### src/hdl/dcs_defs.svh
// Constants of the disk command block and sense logic
// Assumes a 250 MHz system clock; times are given in ns
`ifndef DCS_DEFS_SVH
`define DCS_DEFS_SVH

`define DCS_CLK_NS         4
`define DCS_STEP_3MS_NS    3000000
`define DCS_STEP_200US_NS  200000
`define DCS_STEP_70US_NS   70000
`define DCS_STEP_3MS_CYC   (`DCS_STEP_3MS_NS / `DCS_CLK_NS)
`define DCS_STEP_200US_CYC (`DCS_STEP_200US_NS / `DCS_CLK_NS)
`define DCS_STEP_70US_CYC  (`DCS_STEP_70US_NS / `DCS_CLK_NS)
`define DCS_STEP_CNT_W     20

`define DCS_BLOCK_LEN      3'h6
`define DCS_LAST_BYTE      3'h5
`define DCS_SENSE_LAST     2'h3
`define DCS_RETRY_COUNT    3'h4

`define DCS_CTL_RETRY_OFF  7
`define DCS_CTL_NO_REREAD  6
`define DCS_STEP_200US_SEL 3'h4
`define DCS_STEP_70US_SEL  3'h5

`define DCS_CODE_NONE      6'h00
`define DCS_CODE_NO_INDEX  6'h01
`define DCS_CODE_NO_SEEK   6'h02
`define DCS_CODE_WR_FAULT  6'h03
`define DCS_CODE_NOT_READY 6'h04
`define DCS_CODE_NO_TRK0   6'h06
`define DCS_CODE_SEEKING   6'h08
`define DCS_CODE_ID_ECC    6'h10
`define DCS_CODE_DATA_ECC  6'h11
`define DCS_CODE_NO_MARK   6'h12
`define DCS_CODE_NO_SECTOR 6'h14
`define DCS_CODE_SEEK_ERR  6'h15
`define DCS_CODE_CORR_ECC  6'h18
`define DCS_CODE_BAD_TRACK 6'h19
`define DCS_CODE_BAD_CMD   6'h20
`define DCS_CODE_BAD_ADDR  6'h21
`define DCS_CODE_RAM_ERR   6'h30
`define DCS_CODE_ROM_SUM   6'h31
`define DCS_CODE_ECC_TEST  6'h32

`endif

### src/hdl/dcs_pkg.sv
// Types of the disk command block and sense logic
// Assumes dcs_defs.svh is compiled alongside
package dcs_pkg;

  // Failure causes reported by the sequencer at command end
  typedef enum logic [4:0] {
    DCS_CAUSE_NONE       = 5'h00,
    DCS_CAUSE_NO_INDEX   = 5'h01,
    DCS_CAUSE_NO_SEEK    = 5'h02,
    DCS_CAUSE_WR_FAULT   = 5'h03,
    DCS_CAUSE_NOT_READY  = 5'h04,
    DCS_CAUSE_NO_TRK0    = 5'h05,
    DCS_CAUSE_SEEKING    = 5'h06,
    DCS_CAUSE_ID_ECC     = 5'h07,
    DCS_CAUSE_DATA_ECC   = 5'h08,
    DCS_CAUSE_NO_MARK    = 5'h09,
    DCS_CAUSE_NO_SECTOR  = 5'h0a,
    DCS_CAUSE_SEEK_ERR   = 5'h0b,
    DCS_CAUSE_CORR_ECC   = 5'h0c,
    DCS_CAUSE_BAD_TRACK  = 5'h0d,
    DCS_CAUSE_BAD_CMD    = 5'h0e,
    DCS_CAUSE_BAD_ADDR   = 5'h0f,
    DCS_CAUSE_RAM_ERR    = 5'h10,
    DCS_CAUSE_ROM_SUM    = 5'h11,
    DCS_CAUSE_ECC_TEST   = 5'h12
  } dcs_cause_t;

  typedef enum logic [1:0] {
    DCS_ST_IDLE  = 2'b00,
    DCS_ST_LOAD  = 2'b01,
    DCS_ST_BUSY  = 2'b10,
    DCS_ST_SENSE = 2'b11
  } dcs_state_t;

  typedef struct packed {
    dcs_state_t       state;
    logic [2:0]       byte_idx;
    logic [5:0][7:0]  block;
    logic             block_ready;
    logic [5:0]       sense_code;
    logic             addr_valid;
    logic             status_err;
    logic             bad_track;
    logic [1:0]       sense_idx;
    logic [7:0]       sense_byte;
    logic             sense_valid;
    logic [19:0]      step_cnt;
    logic             step_pulse;
    logic             busy;
    logic             reread_ok;
    logic [2:0]       retry_limit;
  } dcs_state_s_t;

endpackage

### src/hdl/dcs_command_sense.sv
// Command block capture, field decode, step timing and sense reporting
// Assumes byte strobes and sequencer events come from logic on sys_clk_in
`timescale 1ns/100ps
`include "dcs_defs.svh"

module dcs_command_sense #(
  parameter logic [19:0] STEP_3MS_CYC   = 20'(`DCS_STEP_3MS_CYC),
  parameter logic [19:0] STEP_200US_CYC = 20'(`DCS_STEP_200US_CYC),
  parameter logic [19:0] STEP_70US_CYC  = 20'(`DCS_STEP_70US_CYC)
) (
  // Clock and reset
  input  wire logic                 sys_clk_in,
  input  wire logic                 reset_n_in,
  // Command block bytes from the data register
  input  wire logic                 cmd_wr_in,
  input  wire logic [7:0]           cmd_byte_in,
  // Sequencer events
  input  wire logic                 cmd_done_in,
  input  wire dcs_pkg::dcs_cause_t  cmd_cause_in,
  input  wire logic                 cmd_addr_used_in,
  input  wire logic                 step_run_in,
  // Sense byte fetch
  input  wire logic                 sense_rd_in,
  // Decoded command block
  output logic                      block_ready_out,
  output logic [2:0]                cmd_class_out,
  output logic [4:0]                cmd_opcode_out,
  output logic                      drive_sel_out,
  output logic [4:0]                head_out,
  output logic [9:0]                cylinder_out,
  output logic [5:0]                sector_out,
  output logic [7:0]                count_out,
  output logic                      retry_off_out,
  output logic                      reread_ok_out,
  output logic [2:0]                retry_limit_out,
  // Step timing
  output logic                      step_pulse_out,
  // Completion status and sense
  output logic                      status_err_out,
  output logic                      busy_out,
  output logic [7:0]                sense_byte_out,
  output logic                      sense_valid_out
);

  // ----------------------------------------------------------------
  // Reset release
  // ----------------------------------------------------------------
  logic rst_meta_reg;
  logic rst_sync_reg;

  always_ff @(posedge sys_clk_in or negedge reset_n_in) begin
    if (!reset_n_in) begin
      rst_meta_reg <= 1'b0;
      rst_sync_reg <= 1'b0;
    end else begin
      rst_meta_reg <= 1'b1;
      rst_sync_reg <= rst_meta_reg;
    end
  end

  // ----------------------------------------------------------------
  // Helpers
  // ----------------------------------------------------------------
  // Only listed codes can come out; unused codes have no cause
  function automatic logic [5:0] cause_code(input dcs_pkg::dcs_cause_t c);
    logic [5:0] code;
    code = `DCS_CODE_NONE;
    unique case (c)
      dcs_pkg::DCS_CAUSE_NONE:      code = `DCS_CODE_NONE;
      dcs_pkg::DCS_CAUSE_NO_INDEX:  code = `DCS_CODE_NO_INDEX;
      dcs_pkg::DCS_CAUSE_NO_SEEK:   code = `DCS_CODE_NO_SEEK;
      dcs_pkg::DCS_CAUSE_WR_FAULT:  code = `DCS_CODE_WR_FAULT;
      dcs_pkg::DCS_CAUSE_NOT_READY: code = `DCS_CODE_NOT_READY;
      dcs_pkg::DCS_CAUSE_NO_TRK0:   code = `DCS_CODE_NO_TRK0;
      dcs_pkg::DCS_CAUSE_SEEKING:   code = `DCS_CODE_SEEKING;
      dcs_pkg::DCS_CAUSE_ID_ECC:    code = `DCS_CODE_ID_ECC;
      dcs_pkg::DCS_CAUSE_DATA_ECC:  code = `DCS_CODE_DATA_ECC;
      dcs_pkg::DCS_CAUSE_NO_MARK:   code = `DCS_CODE_NO_MARK;
      dcs_pkg::DCS_CAUSE_NO_SECTOR: code = `DCS_CODE_NO_SECTOR;
      dcs_pkg::DCS_CAUSE_SEEK_ERR:  code = `DCS_CODE_SEEK_ERR;
      dcs_pkg::DCS_CAUSE_CORR_ECC:  code = `DCS_CODE_CORR_ECC;
      dcs_pkg::DCS_CAUSE_BAD_TRACK: code = `DCS_CODE_BAD_TRACK;
      dcs_pkg::DCS_CAUSE_BAD_CMD:   code = `DCS_CODE_BAD_CMD;
      dcs_pkg::DCS_CAUSE_BAD_ADDR:  code = `DCS_CODE_BAD_ADDR;
      dcs_pkg::DCS_CAUSE_RAM_ERR:   code = `DCS_CODE_RAM_ERR;
      dcs_pkg::DCS_CAUSE_ROM_SUM:   code = `DCS_CODE_ROM_SUM;
      dcs_pkg::DCS_CAUSE_ECC_TEST:  code = `DCS_CODE_ECC_TEST;
      default:                      code = `DCS_CODE_NONE;
    endcase
    return code;
  endfunction

  function automatic logic [19:0] step_interval(input logic [2:0] sel);
    logic [19:0] n;
    n = STEP_3MS_CYC;
    if (sel == `DCS_STEP_200US_SEL) begin
      n = STEP_200US_CYC;
    end else if (sel == `DCS_STEP_70US_SEL) begin
      n = STEP_70US_CYC;
    end
    return n;
  endfunction

  // ----------------------------------------------------------------
  // State update
  // ----------------------------------------------------------------
  dcs_pkg::dcs_state_s_t st_reg;
  dcs_pkg::dcs_state_s_t st_next;

  // Idle with the full retry budget and rereads allowed, as a cleared control byte implies
  localparam dcs_pkg::dcs_state_s_t ST_RESET = '{state:       dcs_pkg::DCS_ST_IDLE,
                                                 reread_ok:   1'b1,
                                                 retry_limit: `DCS_RETRY_COUNT,
                                                 default:     '0};

  always_comb begin
    st_next             = st_reg;
    st_next.block_ready = 1'b0;
    st_next.step_pulse  = 1'b0;
    st_next.sense_valid = 1'b0;

    unique case (st_reg.state)
      dcs_pkg::DCS_ST_IDLE, dcs_pkg::DCS_ST_SENSE: begin
        // A new block abandons any unread sense bytes
        if (cmd_wr_in) begin
          st_next.block[0]   = cmd_byte_in;
          st_next.byte_idx   = 3'h1;
          st_next.status_err = 1'b0;
          st_next.state      = dcs_pkg::DCS_ST_LOAD;
        end else if (st_reg.state == dcs_pkg::DCS_ST_SENSE && sense_rd_in) begin
          st_next.sense_valid = 1'b1;
          unique case (st_reg.sense_idx)
            2'h0: st_next.sense_byte = {st_reg.addr_valid, 1'b0, st_reg.sense_code};
            2'h1: st_next.sense_byte = {2'b00, st_reg.block[1][5:0]};
            2'h2: st_next.sense_byte = st_reg.block[2];
            2'h3: st_next.sense_byte = st_reg.block[3];
          endcase
          st_next.sense_idx = st_reg.sense_idx + 2'h1;
          if (st_reg.sense_idx == `DCS_SENSE_LAST) begin
            st_next.state = dcs_pkg::DCS_ST_IDLE;
          end
        end
      end
      dcs_pkg::DCS_ST_LOAD: begin
        if (cmd_wr_in) begin
          st_next.block[st_reg.byte_idx] = cmd_byte_in;
          st_next.byte_idx = st_reg.byte_idx + 3'h1;
          if (st_reg.byte_idx == `DCS_LAST_BYTE) begin
            st_next.block_ready = 1'b1;
            st_next.bad_track   = 1'b0;
            st_next.step_cnt    = step_interval(cmd_byte_in[2:0]);
            st_next.state       = dcs_pkg::DCS_ST_BUSY;
          end
        end
      end
      dcs_pkg::DCS_ST_BUSY: begin
        // Step cadence counted on the system clock
        if (step_run_in) begin
          if (st_reg.step_cnt <= 20'h00001) begin
            st_next.step_pulse = 1'b1;
            st_next.step_cnt   = step_interval(st_reg.block[5][2:0]);
          end else begin
            st_next.step_cnt = st_reg.step_cnt - 20'h00001;
          end
        end
        if (cmd_done_in) begin
          st_next.sense_code = cause_code(cmd_cause_in);
          st_next.addr_valid = cmd_addr_used_in;
          st_next.bad_track  = (cmd_cause_in == dcs_pkg::DCS_CAUSE_BAD_TRACK);
          st_next.sense_idx  = 2'h0;
          if (cmd_cause_in == dcs_pkg::DCS_CAUSE_NONE) begin
            st_next.status_err = 1'b0;
            st_next.state      = dcs_pkg::DCS_ST_IDLE;
          end else begin
            st_next.status_err = 1'b1;
            st_next.state      = dcs_pkg::DCS_ST_SENSE;
          end
        end
      end
    endcase

    // Derived flags are worked out from the next state so the registered copies keep their timing
    st_next.busy        = st_next.state != dcs_pkg::DCS_ST_IDLE;
    st_next.reread_ok   = ~st_next.block[5][`DCS_CTL_NO_REREAD];
    // Bad track suppresses retries once flagged, whatever the control byte says
    st_next.retry_limit = (st_next.block[5][`DCS_CTL_RETRY_OFF] || st_next.bad_track) ?
                          3'h0 : `DCS_RETRY_COUNT;
  end

  always_ff @(posedge sys_clk_in or negedge reset_n_in) begin
    if (!reset_n_in) begin
      st_reg <= ST_RESET;
    end else if (!rst_sync_reg) begin
      st_reg <= ST_RESET;
    end else begin
      st_reg <= st_next;
    end
  end

  // ----------------------------------------------------------------
  // Outputs, all taken from state flip-flops
  // ----------------------------------------------------------------
  assign block_ready_out = st_reg.block_ready;
  assign cmd_class_out   = st_reg.block[0][7:5];
  assign cmd_opcode_out  = st_reg.block[0][4:0];
  assign drive_sel_out   = st_reg.block[1][5];
  assign head_out        = st_reg.block[1][4:0];
  assign cylinder_out    = {st_reg.block[2][7:6], st_reg.block[3]};
  assign sector_out      = st_reg.block[2][5:0];
  assign count_out       = st_reg.block[4];
  assign retry_off_out   = st_reg.block[5][`DCS_CTL_RETRY_OFF];
  assign reread_ok_out   = st_reg.reread_ok;
  assign retry_limit_out = st_reg.retry_limit;
  assign step_pulse_out  = st_reg.step_pulse;
  assign status_err_out  = st_reg.status_err;
  assign busy_out        = st_reg.busy;
  assign sense_byte_out  = st_reg.sense_byte;
  assign sense_valid_out = st_reg.sense_valid;

endmodule

### config.mk
export PLATFORM = sky130hd
export DESIGN_NAME = dcs_command_sense
export DESIGN_NICKNAME = d
export VERILOG_FILES = /design/src/hdl/dcs_pkg.sv /design/src/hdl/dcs_command_sense.sv
export VERILOG_INCLUDE_DIRS = /design/src /design/src/hdl
export SDC_FILE = /design/constraint.sdc
export NUM_CORES = 1
export LEC_CHECK = 0
export BUFFER_PORTS_ARGS = -buffer_cell sky130_fd_sc_hd__buf_4
export CAP_MARGIN = 5
export CORE_ASPECT_RATIO = 0.5
export CORE_MARGIN = 5
export CORE_UTILIZATION = 50
export CTS_BUF_LIST = sky130_fd_sc_hd__clkbuf_8
export DETAILED_ROUTE_END_ITERATION = 16
export MAX_ROUTING_LAYER = met4
export PLACE_DENSITY = 0.81
export SLEW_MARGIN = 20
export SYNTH_ARGS = -nofsm -noshare
export SYNTH_HDL_FRONTEND = slang
export SYNTH_SLANG_ARGS = --single-unit
### constraint.sdc
create_clock -name sys_clk_in -period 5 [get_ports sys_clk_in]
set_input_delay 0.5 -clock sys_clk_in [delete_from_list [all_inputs] [get_ports sys_clk_in]]
set_output_delay 0.5 -clock sys_clk_in [all_outputs]
set_load 0.01 [all_outputs]
Word-level counts from Yosys, hierarchy flattened
Memory sizes are Yosys's and may differ from the RTL's. Index checks and enable logic that the tools add are counted. W data, S select, Z words.

Memories: 1. Output and inout port bits: 56. Flip-flop bits (word level): 102. Bits of input ports: 20. Logic and storage cells: 120. Bits in read-only memories: 192.

Memories: (no name shown) (words 32, bits a word 6, rd ports 1, clocked after Yosys merged registers in 0, wr ports 0, line dcs_command_sense.sv:68) `unique case (c)`.

Multiplexer cells: 44. $lt $le $gt $ge: 3. Add/sub/neg operators: 3. Bitwise operators: 1. Eq/ne operators: 29. Reduce and logical (&&, ||, !) cells: 15.

Operator list (count): $mux W20 (7); $mux W100 (1); $mux W54 (1); $bwmux W48 (1); $mux W40 (1); $pmux W20 S2 (1); $mux W11 (3); $pmux W8 S4 (1); $demux W8 S3 (1); $mux W21 (1); $ne A3 B3 Y1 const B (7); $le A20 B1 Y1 const B (1); $sub A20 B1 Y20 const B (1); $mux W8 (2); $pmux W8 S2 (1); $eq A3 B3 Y1 const B (5); $mux W2 (6); $mux W9 (1); $ne A3 B1 Y1 const B (3); $reduce_and A3 Y1 (3); $eq A2 B2 Y1 const B (4); $mux W1 (8); $ne A2 B1 Y1 const B (4); $reduce_and A4 Y1 (2); other kinds (21) (29).

Depth between registers and ports, before layout
Gate-level depths: netlist of the first run.

Word-level depth: 10. Gate-level depth with buffers: 9. Depth with buffers taken out: 7.

Least setup slack after synthesis of the first run
Ideal clock, no wire load.

Path kind: flip-flop to flip-flop. Start: register st_reg[6] (netlist name). End: register st_reg[24] (netlist name). Arrival: 1.976 ns. Stages on the path, launching flop included: 10. Path slack: 2.937 ns. Library setup time: 0.087 ns. Period minus slack after synthesis: 2.063 ns. Buffers on the path: 2. Data required time: 4.913 ns. Path through: dfrtp_1 inv_1 ha_1 buf_2 nor2_2 nor2_8 and3_1 buf_2 or4_1 o211ai_1.

Longest elaborated chain between the ends: 5. Elaborated cells on any way between the ends: 6. Classes of those cells: 1 x add/sub; 1 x order compare; 4 x mux.

RTL lines: start, declared (line dcs_command_sense.sv:107) `dcs_pkg::dcs_state_s_t st_reg;`; start signal, assigned (line dcs_command_sense.sv:196) `st_reg <= st_next;`; $sub A20 B1 Y20 / $le A20 B1 Y1 (equally long branches) (line dcs_command_sense.sv:163, dcs_command_sense.sv:159); $mux W20 * (line dcs_command_sense.sv:159) `if (st_reg.step_cnt <= 20'h00001) begin`; $mux W21 * (line dcs_command_sense.sv:158) `if (step_run_in) begin`; $pmux W20 S2 * (line dcs_command_sense.sv:122) `unique case (st_reg.state)`; $mux W100 * (line dcs_command_sense.sv:193) `end else if (!rst_sync_reg) begin`.

Mark *: on every way between the ends. The rest lies on a longest branch, timed or not. The select of a mux whose other input is x is not followed. A chain may end at the register's enable or synchronous reset.

Worst setup path after layout of the first run
Start: register st_reg[98] (netlist name). End: register st_reg[12] (netlist name).

Longest elaborated chain between the ends: 3. Elaborated cells on any way between the ends: 9. Classes of those cells: 6 x eq/ne; 2 x mux; 1 x reduce/logical.

RTL lines (line): $eq A2 B2 Y1 / $eq A2 B1 Y1 (equally long branches) (dcs_command_sense.sv:122); $ne A3 B1 Y1 (no source line), or another cell as far along; $reduce_and A4 Y1 (no source line) / $mux W100 (equally long branches).

Parallel ways exist; a longest one is shown, timed or not.

==> results.txt, run 1 <==
status: complete, no violations
GR peak layer: met2
H-tree depth: 3
Ports: 76
Worst EP arrival: 3.10 ns
R2R cell count: 6
DR vias: 4,474
number of flip-flops in the largest register: 39
Max FO, Critical Path: 22
GRT met2 Usage: 0.333
CP Capture Type: register
Tcrit/Tclk final: 0.569
fraction of registers with async set/reset: 1.00
Final min period: 2.84 ns
max_slew headroom: 0.448
drt total wl: 13.5 mm
DP Area: 5890 sq um
ys flop type: dfrtp_1
worst-margin pin slew: 0.821 ns
HP Class: primary input to asynchronous set/reset pin
fin nets: 644
total of max-cap violations: 0
Antenna diodes: 0
CTS resizes: 0
Reg2Reg Setup Slack: 2.16 ns
Post-Syn Instances: 600
Pleak: 2.91 nW
clk sink count: 95
Hold Fails Final Rpt: 0
post-synth cell types: 70
Place WS: 2.24 ns
Hold Buf Count CTS: 0
die area: 13,600 sq um
Area growth syn-to-layout: 7.93%
RSZ-0062 raised after global routing: no
num rows: 27
Pins Over Slew Limit: 0
Setup WS post-layout: 2.16 ns
Die Y-Extent: 85.1 um
All-Layer GR Usage: 0.208
Seq/Total Area, Yosys: 0.422
DIE WIDTH: 160 um
1st-pass router iterations: 5
Req. time, crit path: 5.25 ns
Setup Skew: 0.0108 ns
Reg clk slew, reported paths: 0.10 ns
dpl cells: 742
FF/Latch Area: 2380 sq um
Synth Register Bits: 95
first-pass GRT wire length: 22.5 mm
CTS tree: built
Root Buffer: clkbuf_8
GPL Wtd Cong: 0.974
IO Port Bufs: 73
met1 global-route usage: 0.272
clock buffer depth: 2
drt wl/cell: 17.8 um
Max VDD drop: 0.194 mV
Synth area leaders: dfrtp_1, mux2i_1, buf_4
non-filler cells, final: 758
pin count of the biggest net entering global routing: 52
post-detail-place hpwl: 9.40 mm
1st-iter DRT viols: 340
layout cells sized above 1: 0.179
area of the core: 11,000 sq um
YS warnings: 0
Fin Setup TNS: 0 ns
fin area: 6080 sq um
area occupied by multi-input gates: 2720 sq um
worst setup path class: register to register
grt ovf: 0
Worst R2R End: st_reg[12]
r2r startpoint: st_reg[98]
Fmax: 352 MHz
Starting Density: 0.511
drt drc: 0
Post CTS Setup Buffer Count: 0
worst-skew pair later-pin latency: 0.38 ns
met3 usage: 0.0451
initial antenna violation count: 0
Vias/cell: 5.90
post-route ant nets: 0
Synth area leader: dfrtp_1
Pwr per Cell Area: 439 nW/um^2
CP startpoint kind: register
EDFF count, synth: 0
Setup Viol. Count Final: 0
CTS buffer count: 9
# fillers: 929
vias in the first global route: 4,378
post-synthesis cell area: 5630 sq um
Mean Syn Cell Area: 9.39 sq um
top cell type's share of synthesized area: 0.413
[Yosys cell counts (5+ instances only)]
cell,count
a222oi_1,6
nor2b_1,7
inv_1,13
o21ai_1,7
a22oi_1,5
mux2i_1,55
nor4_1,7
nor3_1,9
clkbuf_1,23
nand2b_1,7
nor2_1,95
nand3_1,13
nand4_1,5
a21oi_1,30
o22ai_1,5
dfrtp_1,93
o21ai_0,18
buf_4,49
xnor2_1,5
xor2_1,5
buf_2,5
a211oi_1,5
ha_1,16
nand2_1,39
[worst max-delay path by stage]
stage / start / end / slack (ns)
2_1_floorplan: st_reg[6] / st_reg[24] / 2.94
3_3_place_gp: st_reg[98] / st_reg[12] / 2.39
3_5_place_dp: st_reg[98] / st_reg[12] / 2.24
4_1_cts: st_reg[98] / st_reg[12] / 2.20
5_1_grt: st_reg[98] / st_reg[12] / 1.82
6_report: st_reg[98] / st_reg[12] / 2.16
[cell type report]
type	instances	share of cell area
inverters	14	0.00864
well taps	145	0.0298
flip-flops and latches	95	0.391
clock buffers	9	0.0204
clock inverters	7	0.0101
repair buffers	75	0.0926
multi-input cells	413	0.447
[cells in the final DEF, fill, tap and decap left out, types with 9 or more instances in the layout]
cell type | synthesis | final
nor2_1 | 95 | 95
a21oi_1 | 30 | 30
inv_1 | 13 | 14
dfrtp_1 | 93 | 93
o21ai_0 | 18 | 18
buf_4 | 49 | 75
mux2i_1 | 55 | 55
clkbuf_8 | 0 | 9
nor3_1 | 9 | 9
nand2_1 | 39 | 39
nand3_1 | 13 | 13
ha_1 | 16 | 16
[layer usage]
metal / vias up / wire [um]
li1: 2081 / -
met1: 2222 / 6130
met2: 148 / 6440
met3: 23 / 719
met4: 0 / 199
met5: - / 0
[per-stage QoR]
step,hold WS [ns],utilization,power (W)
floorplan,0.204,-,0.00191
global placement,0.331,0.535,0.00214
detailed placement,0.349,0.535,0.00217
CTS,0.104,0.552,0.00266
global route,0.122,0.552,0.00285
finish,0.0943,0.552,0.00267
[power by group]
group	internal, W	switching [W]
clock	0.000192	0.000301
sequential	0.000842	0.000103
combinational	0.000491	0.000742
total	0.00153	0.00115
[critical path: stages, from the launching register on]
cell	delay (ns)
dfrtp_1	0.44
inv_1	0.10
ha_1	0.64
mux2i_1	0.37
a21o_1	0.60
nor2_1	0.18
a2111oi_0	0.40
[kinds of logic (layout without fill, tap and decap cells)]
kind of cell | Yosys count | count (layout) | share of synthesized area
adder cells (fa/ha/maj) | 16 | 16 | 0.0355
other | 2 | 3 | 0.00133
AND/OR/NAND/NOR | 219 | 219 | 0.200
flip-flops | 95 | 95 | 0.422
buffers and inverters | 93 | 105 | 0.0957
multiplexers | 57 | 57 | 0.102
XOR/XNOR | 10 | 10 | 0.0155
AO/OA/AOI/OAI | 108 | 108 | 0.127
(Power assumes the default switching activity.)
==> inputs of run 2 (changes only) <==
- PLACE_DENSITY: 0.81 -> 0.84
- clock period: 5 -> 2.3 ns (I/O delays scaled with it)
==> run 2 against run 1 <==
- clock-buffer cell count unchanged
- sequential share of layout area down 1.2 points
- wire length up 2.3%
- total power up 120%
- via count up 1.8%
- largest cell class unchanged
- largest power group unchanged
==> results.txt, run 2 (synthesis results as in run 1) <==
fin nets: 664
Final Util: 0.569
commonest non-fill, non-tap cell in the layout: nor2_1
CP max-delay cell: dfrtp_1
CP startpoint kind: register
1st-pass router iterations: 5
drt wl/cell: 17.7 um
CTS buffer count: 9
Req. time, crit path: 2.57 ns
worst-path cell chain: inv_1 > ha_1 > buf_4 > mux2_2 > nand2_1 > mux2i_1 > nor2_1
Reg2Reg Setup Slack: 0.16 ns
Setup WS post-layout: 0.157 ns
total of max-cap violations: 0
All-Layer GR Usage: 0.214
DR vias: 4,554
commonest cells after routing, fill and taps aside: nor2_1, dfrtp_1, buf_4
vias in the first global route: 4,619
register share of total power: 0.340
CP Capture Type: register
clock power share: 0.187
Die Y-Extent: 85.1 um
HP Class: primary input to register
Hold EP: st_reg[39]
Antenna diodes: 0
Setup Skew: 0.0117 ns
r2r startpoint: st_reg[99]
status: complete, no violations
Starting Density: 0.511
worst setup path class: register to register
max_slew headroom: 0.542
Min-Delay Startpoint: cmd_addr_used_in
Sw Pwr: 0.00253 W
IO Port Bufs: 73
hold slack: 0.0840 ns
RSZ-0062 raised after global routing: no
1st-iter DRT viols: 431
initial antenna violation count: 0
layout cells sized above 1: 0.207
Net Sw Frac: 0.424
Ports: 76
R2R cell count: 7
GPL Wtd Cong: 0.933
Power Total: 0.00598 W
Vias/cell: 5.85
CP max stage delay: 0.44 ns
Fmax: 467 MHz
Root Buffer: clkbuf_8
clk sink count: 95
Area growth syn-to-layout: 11.3%
die area: 13,600 sq um
Final min period: 2.14 ns
Hold Fails Final Rpt: 0
num rows: 27
internal power: 0.00344 W
Buf/Inv on CP: 2
Max VDD drop: 0.467 mV
drt total wl: 13.8 mm
drt drc: 0
Pins Over Slew Limit: 0
H-tree depth: 3
grt ovf: 0
post-detail-place hpwl: 9.90 mm
cell family with most CP delay: multiplexers
DIE WIDTH: 160 um
number of flip-flops in the largest register: 39
Tcrit/Tclk final: 0.932
clock buffer depth: 2
Place WS: 0.160 ns
Reg clk slew, reported paths: 0.10 ns
Worst EP arrival: 2.41 ns
Worst R2R End: cmd_opcode_out[2]
Setup Viol. Count Final: 0
worst-skew pair later-pin latency: 0.39 ns
CTS tree: built
Pwr per Cell Area: 953 nW/um^2
area of the core: 11,000 sq um
worst-margin pin slew: 0.687 ns
pin count of the biggest net entering global routing: 55
first-pass GRT wire length: 23.3 mm
Pleak: 3.01 nW
Fin Setup TNS: 0 ns
logic gate share of total power: 0.474
post-route ant nets: 0
Max FO, Critical Path: 10
hold depth: 3
[run 2: cell types whose count changed in the layout (fill, tap and decap cells not counted)]
cell | before | now
buf_4 | 75 | 93
clkinv_8 | 0 | 2
buf_12 | 0 | 1
clkinvlp_4 | 0 | 1
dlygate4sd3_1 | 0 | 1
inv_1 | 14 | 13
inv_6 | 3 | 2
inv_8 | 2 | 1
nor2_2 | 1 | 0
nor2_4 | 0 | 1
or4b_1 | 1 | 0
or4b_4 | 0 | 1
[run 2: layout make-up]
class                   instances  area (sq um)
clock buffers                   9           124
repair buffers                 95           728
multi-input cells             413          2730
fillers                       939          4740
well taps                     145           181
clock inverters                 7          77.6
flip-flops and latches         95          2380
inverters                      14          52.6
[run 2: per-stage QoR]
stage / area [sq um] / instances
6_report: 6270 / 778
5_1_grt: 6270 / 778
4_1_cts: 6260 / 778
3_5_place_dp: 6050 / 761
3_3_place_gp: 6050 / 761
2_1_floorplan: 5640 / 601
[run 2: worst max-delay path by stage]
stage	start	end	depth (start not counted)
floorplan	st_reg[6]	st_reg[24]	9
global placement	st_reg[6]	st_reg[24]	7
detailed placement	st_reg[6]	st_reg[24]	7
CTS	st_reg[6]	st_reg[24]	7
global route	st_reg[99]	cmd_opcode_out[4]	7
finish	st_reg[99]	cmd_opcode_out[2]	7
[run 2: per-layer routing]
metal	global-route usage	vias up	routed length, um
met5	-	-	0
met3	0.0466	21	869
li1	-	2126	-
met2	0.337	174	6520
met1	0.281	2233	6170
met4	0.0640	0	229
[run 2: timing repair]
action | 4_1_cts | 5_1_grt
hold buffers | 1 | 0
hold endpoints to repair | 49 | 0
resized for setup | 0 | 2
buffers inserted | 0 | 0
endpoints found under the setup margin | 0 | 3
[run 2: power by group through the flow]
stage                     sequential (W)  clock (W)  combinational, W
final                            0.00203    0.00112           0.00283
after floorplan                  0.00201          0           0.00213
after global routing             0.00206    0.00121           0.00310
after detailed placement         0.00205          0           0.00277
after CTS                        0.00202    0.00113           0.00279
after global placement           0.00204          0           0.00272
[run 2: worst reg2reg max path, stage by stage, from the launching register on]
cell	delay [ns]
dfrtp_1	0.44
inv_1	0.09
ha_1	0.27
buf_4	0.22
mux2_2	0.34
nand2_1	0.36
mux2i_1	0.26
nor2_1	0.06
==> inputs of run 3 (changes only) <==
- CORE_ASPECT_RATIO: 0.5 -> 1.2
- CORE_MARGIN: 5 -> default
==> run 3 against run 2 <==
- sequential power about the same
- global-route usage increased by 4.3 points
- via count increased by 2.4%
- sequential cell count unchanged
- clock-buffer cell count unchanged
- die area decreased by 14%
- sequential share of layout area decreased by 0.20 points
- total power increased by 5.3%
- highest routed layer unchanged
==> results.txt, run 3 (synthesis results as in run 1) <==
Vias/cell: 6.07
commonest cells after routing, fill and taps aside: buf_4, nor2_1, dfrtp_1
initial antenna violation count: 0
# fillers: 914
HP Class: primary input to register
CP max-delay cell: or4_4
drt wl/cell: 18.5 um
Setup WS post-layout: 0.112 ns
worst-margin pin slew: 0.774 ns
Area growth syn-to-layout: 11.9%
IO Port Bufs: 73
pin count of the biggest net entering global routing: 62
Starting Density: 0.513
met3 WL: 922 um
CP Capture Type: register
Hold Fails Final Rpt: 0
Place WS: 0.113 ns
layout cells sized above 1: 0.214
1st-iter DRT viols: 413
Reg clk slew, reported paths: 0.10 ns
Req. time, crit path: 2.52 ns
Setup Skew: 0.00900 ns
total of max-cap violations: 0
grt ovf: 0
worst setup path class: register to register
GPL Wtd Cong: 0.952
area of the core: 11,000 sq um
Fmax: 457 MHz
Pleak: 3.05 nW
Pwr per Cell Area: 998 nW/um^2
vias in the first global route: 4,602
Root Buffer: clkbuf_8
DR vias: 4,663
Final min period: 2.19 ns
Final Util: 0.574
Ports: 76
WL met2: 7.06 mm
CTS tree: built
CTS buffer count: 9
status: complete, no violations
number of flip-flops in the largest register: 39
post-detail-place hpwl: 10.2 mm
worst-skew pair later-pin latency: 0.37 ns
Die Y-Extent: 118 um
Setup Viol. Count Final: 0
WL met1: 5.78 mm
Antenna diodes: 0
fin nets: 667
drt drc: 0
num rows: 42
Tcrit/Tclk final: 0.951
H-tree depth: 3
first-pass GRT wire length: 23.0 mm
CP max stage delay: 0.60 ns
clk sink count: 95
drt total wl: 14.2 mm
Pins Over Slew Limit: 0
commonest non-fill, non-tap cell in the layout: buf_4
DR top layer: met4
die area: 11,700 sq um
RSZ-0062 raised after global routing: yes
Buf/Inv on CP: 0
clock buffer depth: 2
CP startpoint kind: register
Max VDD drop: 0.556 mV
max_slew headroom: 0.484
1st-pass router iterations: 6
DIE WIDTH: 98.9 um
All-Layer GR Usage: 0.257
Worst EP arrival: 2.40 ns
Max FO, Critical Path: 10
post-route ant nets: 0
worst-path cell chain: or4_4 > nor2_8 > nand3_4 > mux2i_1 > a2111oi_0
cell family with most CP delay: simple AND/OR/NAND/NOR gates
run 3: cell count changes in the layout (fill, tap and decap cells not counted), sizes merged:
cell	before	now
buf	94	97
bufinv	0	2
clkinv	3	2
clkinvlp	1	0
run 3: report_power, final:
part	switching (W)	total (W)	internal (W)	leakage (nW)
Sequential	0.000207	0.00204	0.00183	1.30
Clock	0.000633	0.00126	0.000628	0.116
Combinational	0.00175	0.00299	0.00125	1.63
Total	0.00259	0.00629	0.00370	3.05
run 3: layout make-up:
type	count	area, sq um	area share
well taps	132	165	0.0262
flip-flops and latches	95	2380	0.378
multi-input cells	413	2740	0.435
repair buffers	98	738	0.117
clock buffers	9	124	0.0197
inverters	14	52.6	0.00834
clock inverters	7	103	0.0163
run 3: routing by layer:
layer,track usage,up-vias
li1,-,2121
met1,0.314,2275
met2,0.420,225
met3,0.0373,42
met4,0.118,0
met5,-,-
run 3: path summary, 6_finish.rpt:
check	start	end	slack (ns)	depth (start not counted)
max	st_reg[24]	st_reg[12]	0.11	5
min	cmd_addr_used_in	st_reg[39]	0.11	3
max reg2reg	st_reg[24]	st_reg[12]	0.11	5
min reg2reg	rst_meta_reg	rst_sync_reg	0.36	0
max in group asynchronous	reset_n_in	st_reg[42]	1.12	3
min in group asynchronous	reset_n_in	st_reg[23]	0.48	2
run 3: tightest hold or removal path, cell delays in order:
cell and delay, ns:
buf_4 0.11, nand2_1 0.05, a21oi_1 0.05
run 3: through the flow:
stage          area (sq um)  hold WS, ns  TNS [ns]  power (W)  instances
6_report               6300        0.107         0    0.00629        768
5_1_grt                6300        0.105  -0.00478    0.00663        768
4_1_cts                6280       0.0995         0    0.00621        768
3_5_place_dp           6040        0.343         0    0.00495        751
3_3_place_gp           6040        0.338         0    0.00488        751
2_1_floorplan          5640      -0.0656         0    0.00414        601
run 3: what timing repair did:
item                                    CTS  global route
setup buffers                             0             0
endpoints found under the setup margin    0             4
resized for setup                         0             4
endpoints found under the hold margin    56             0
hold buffers                              1             0
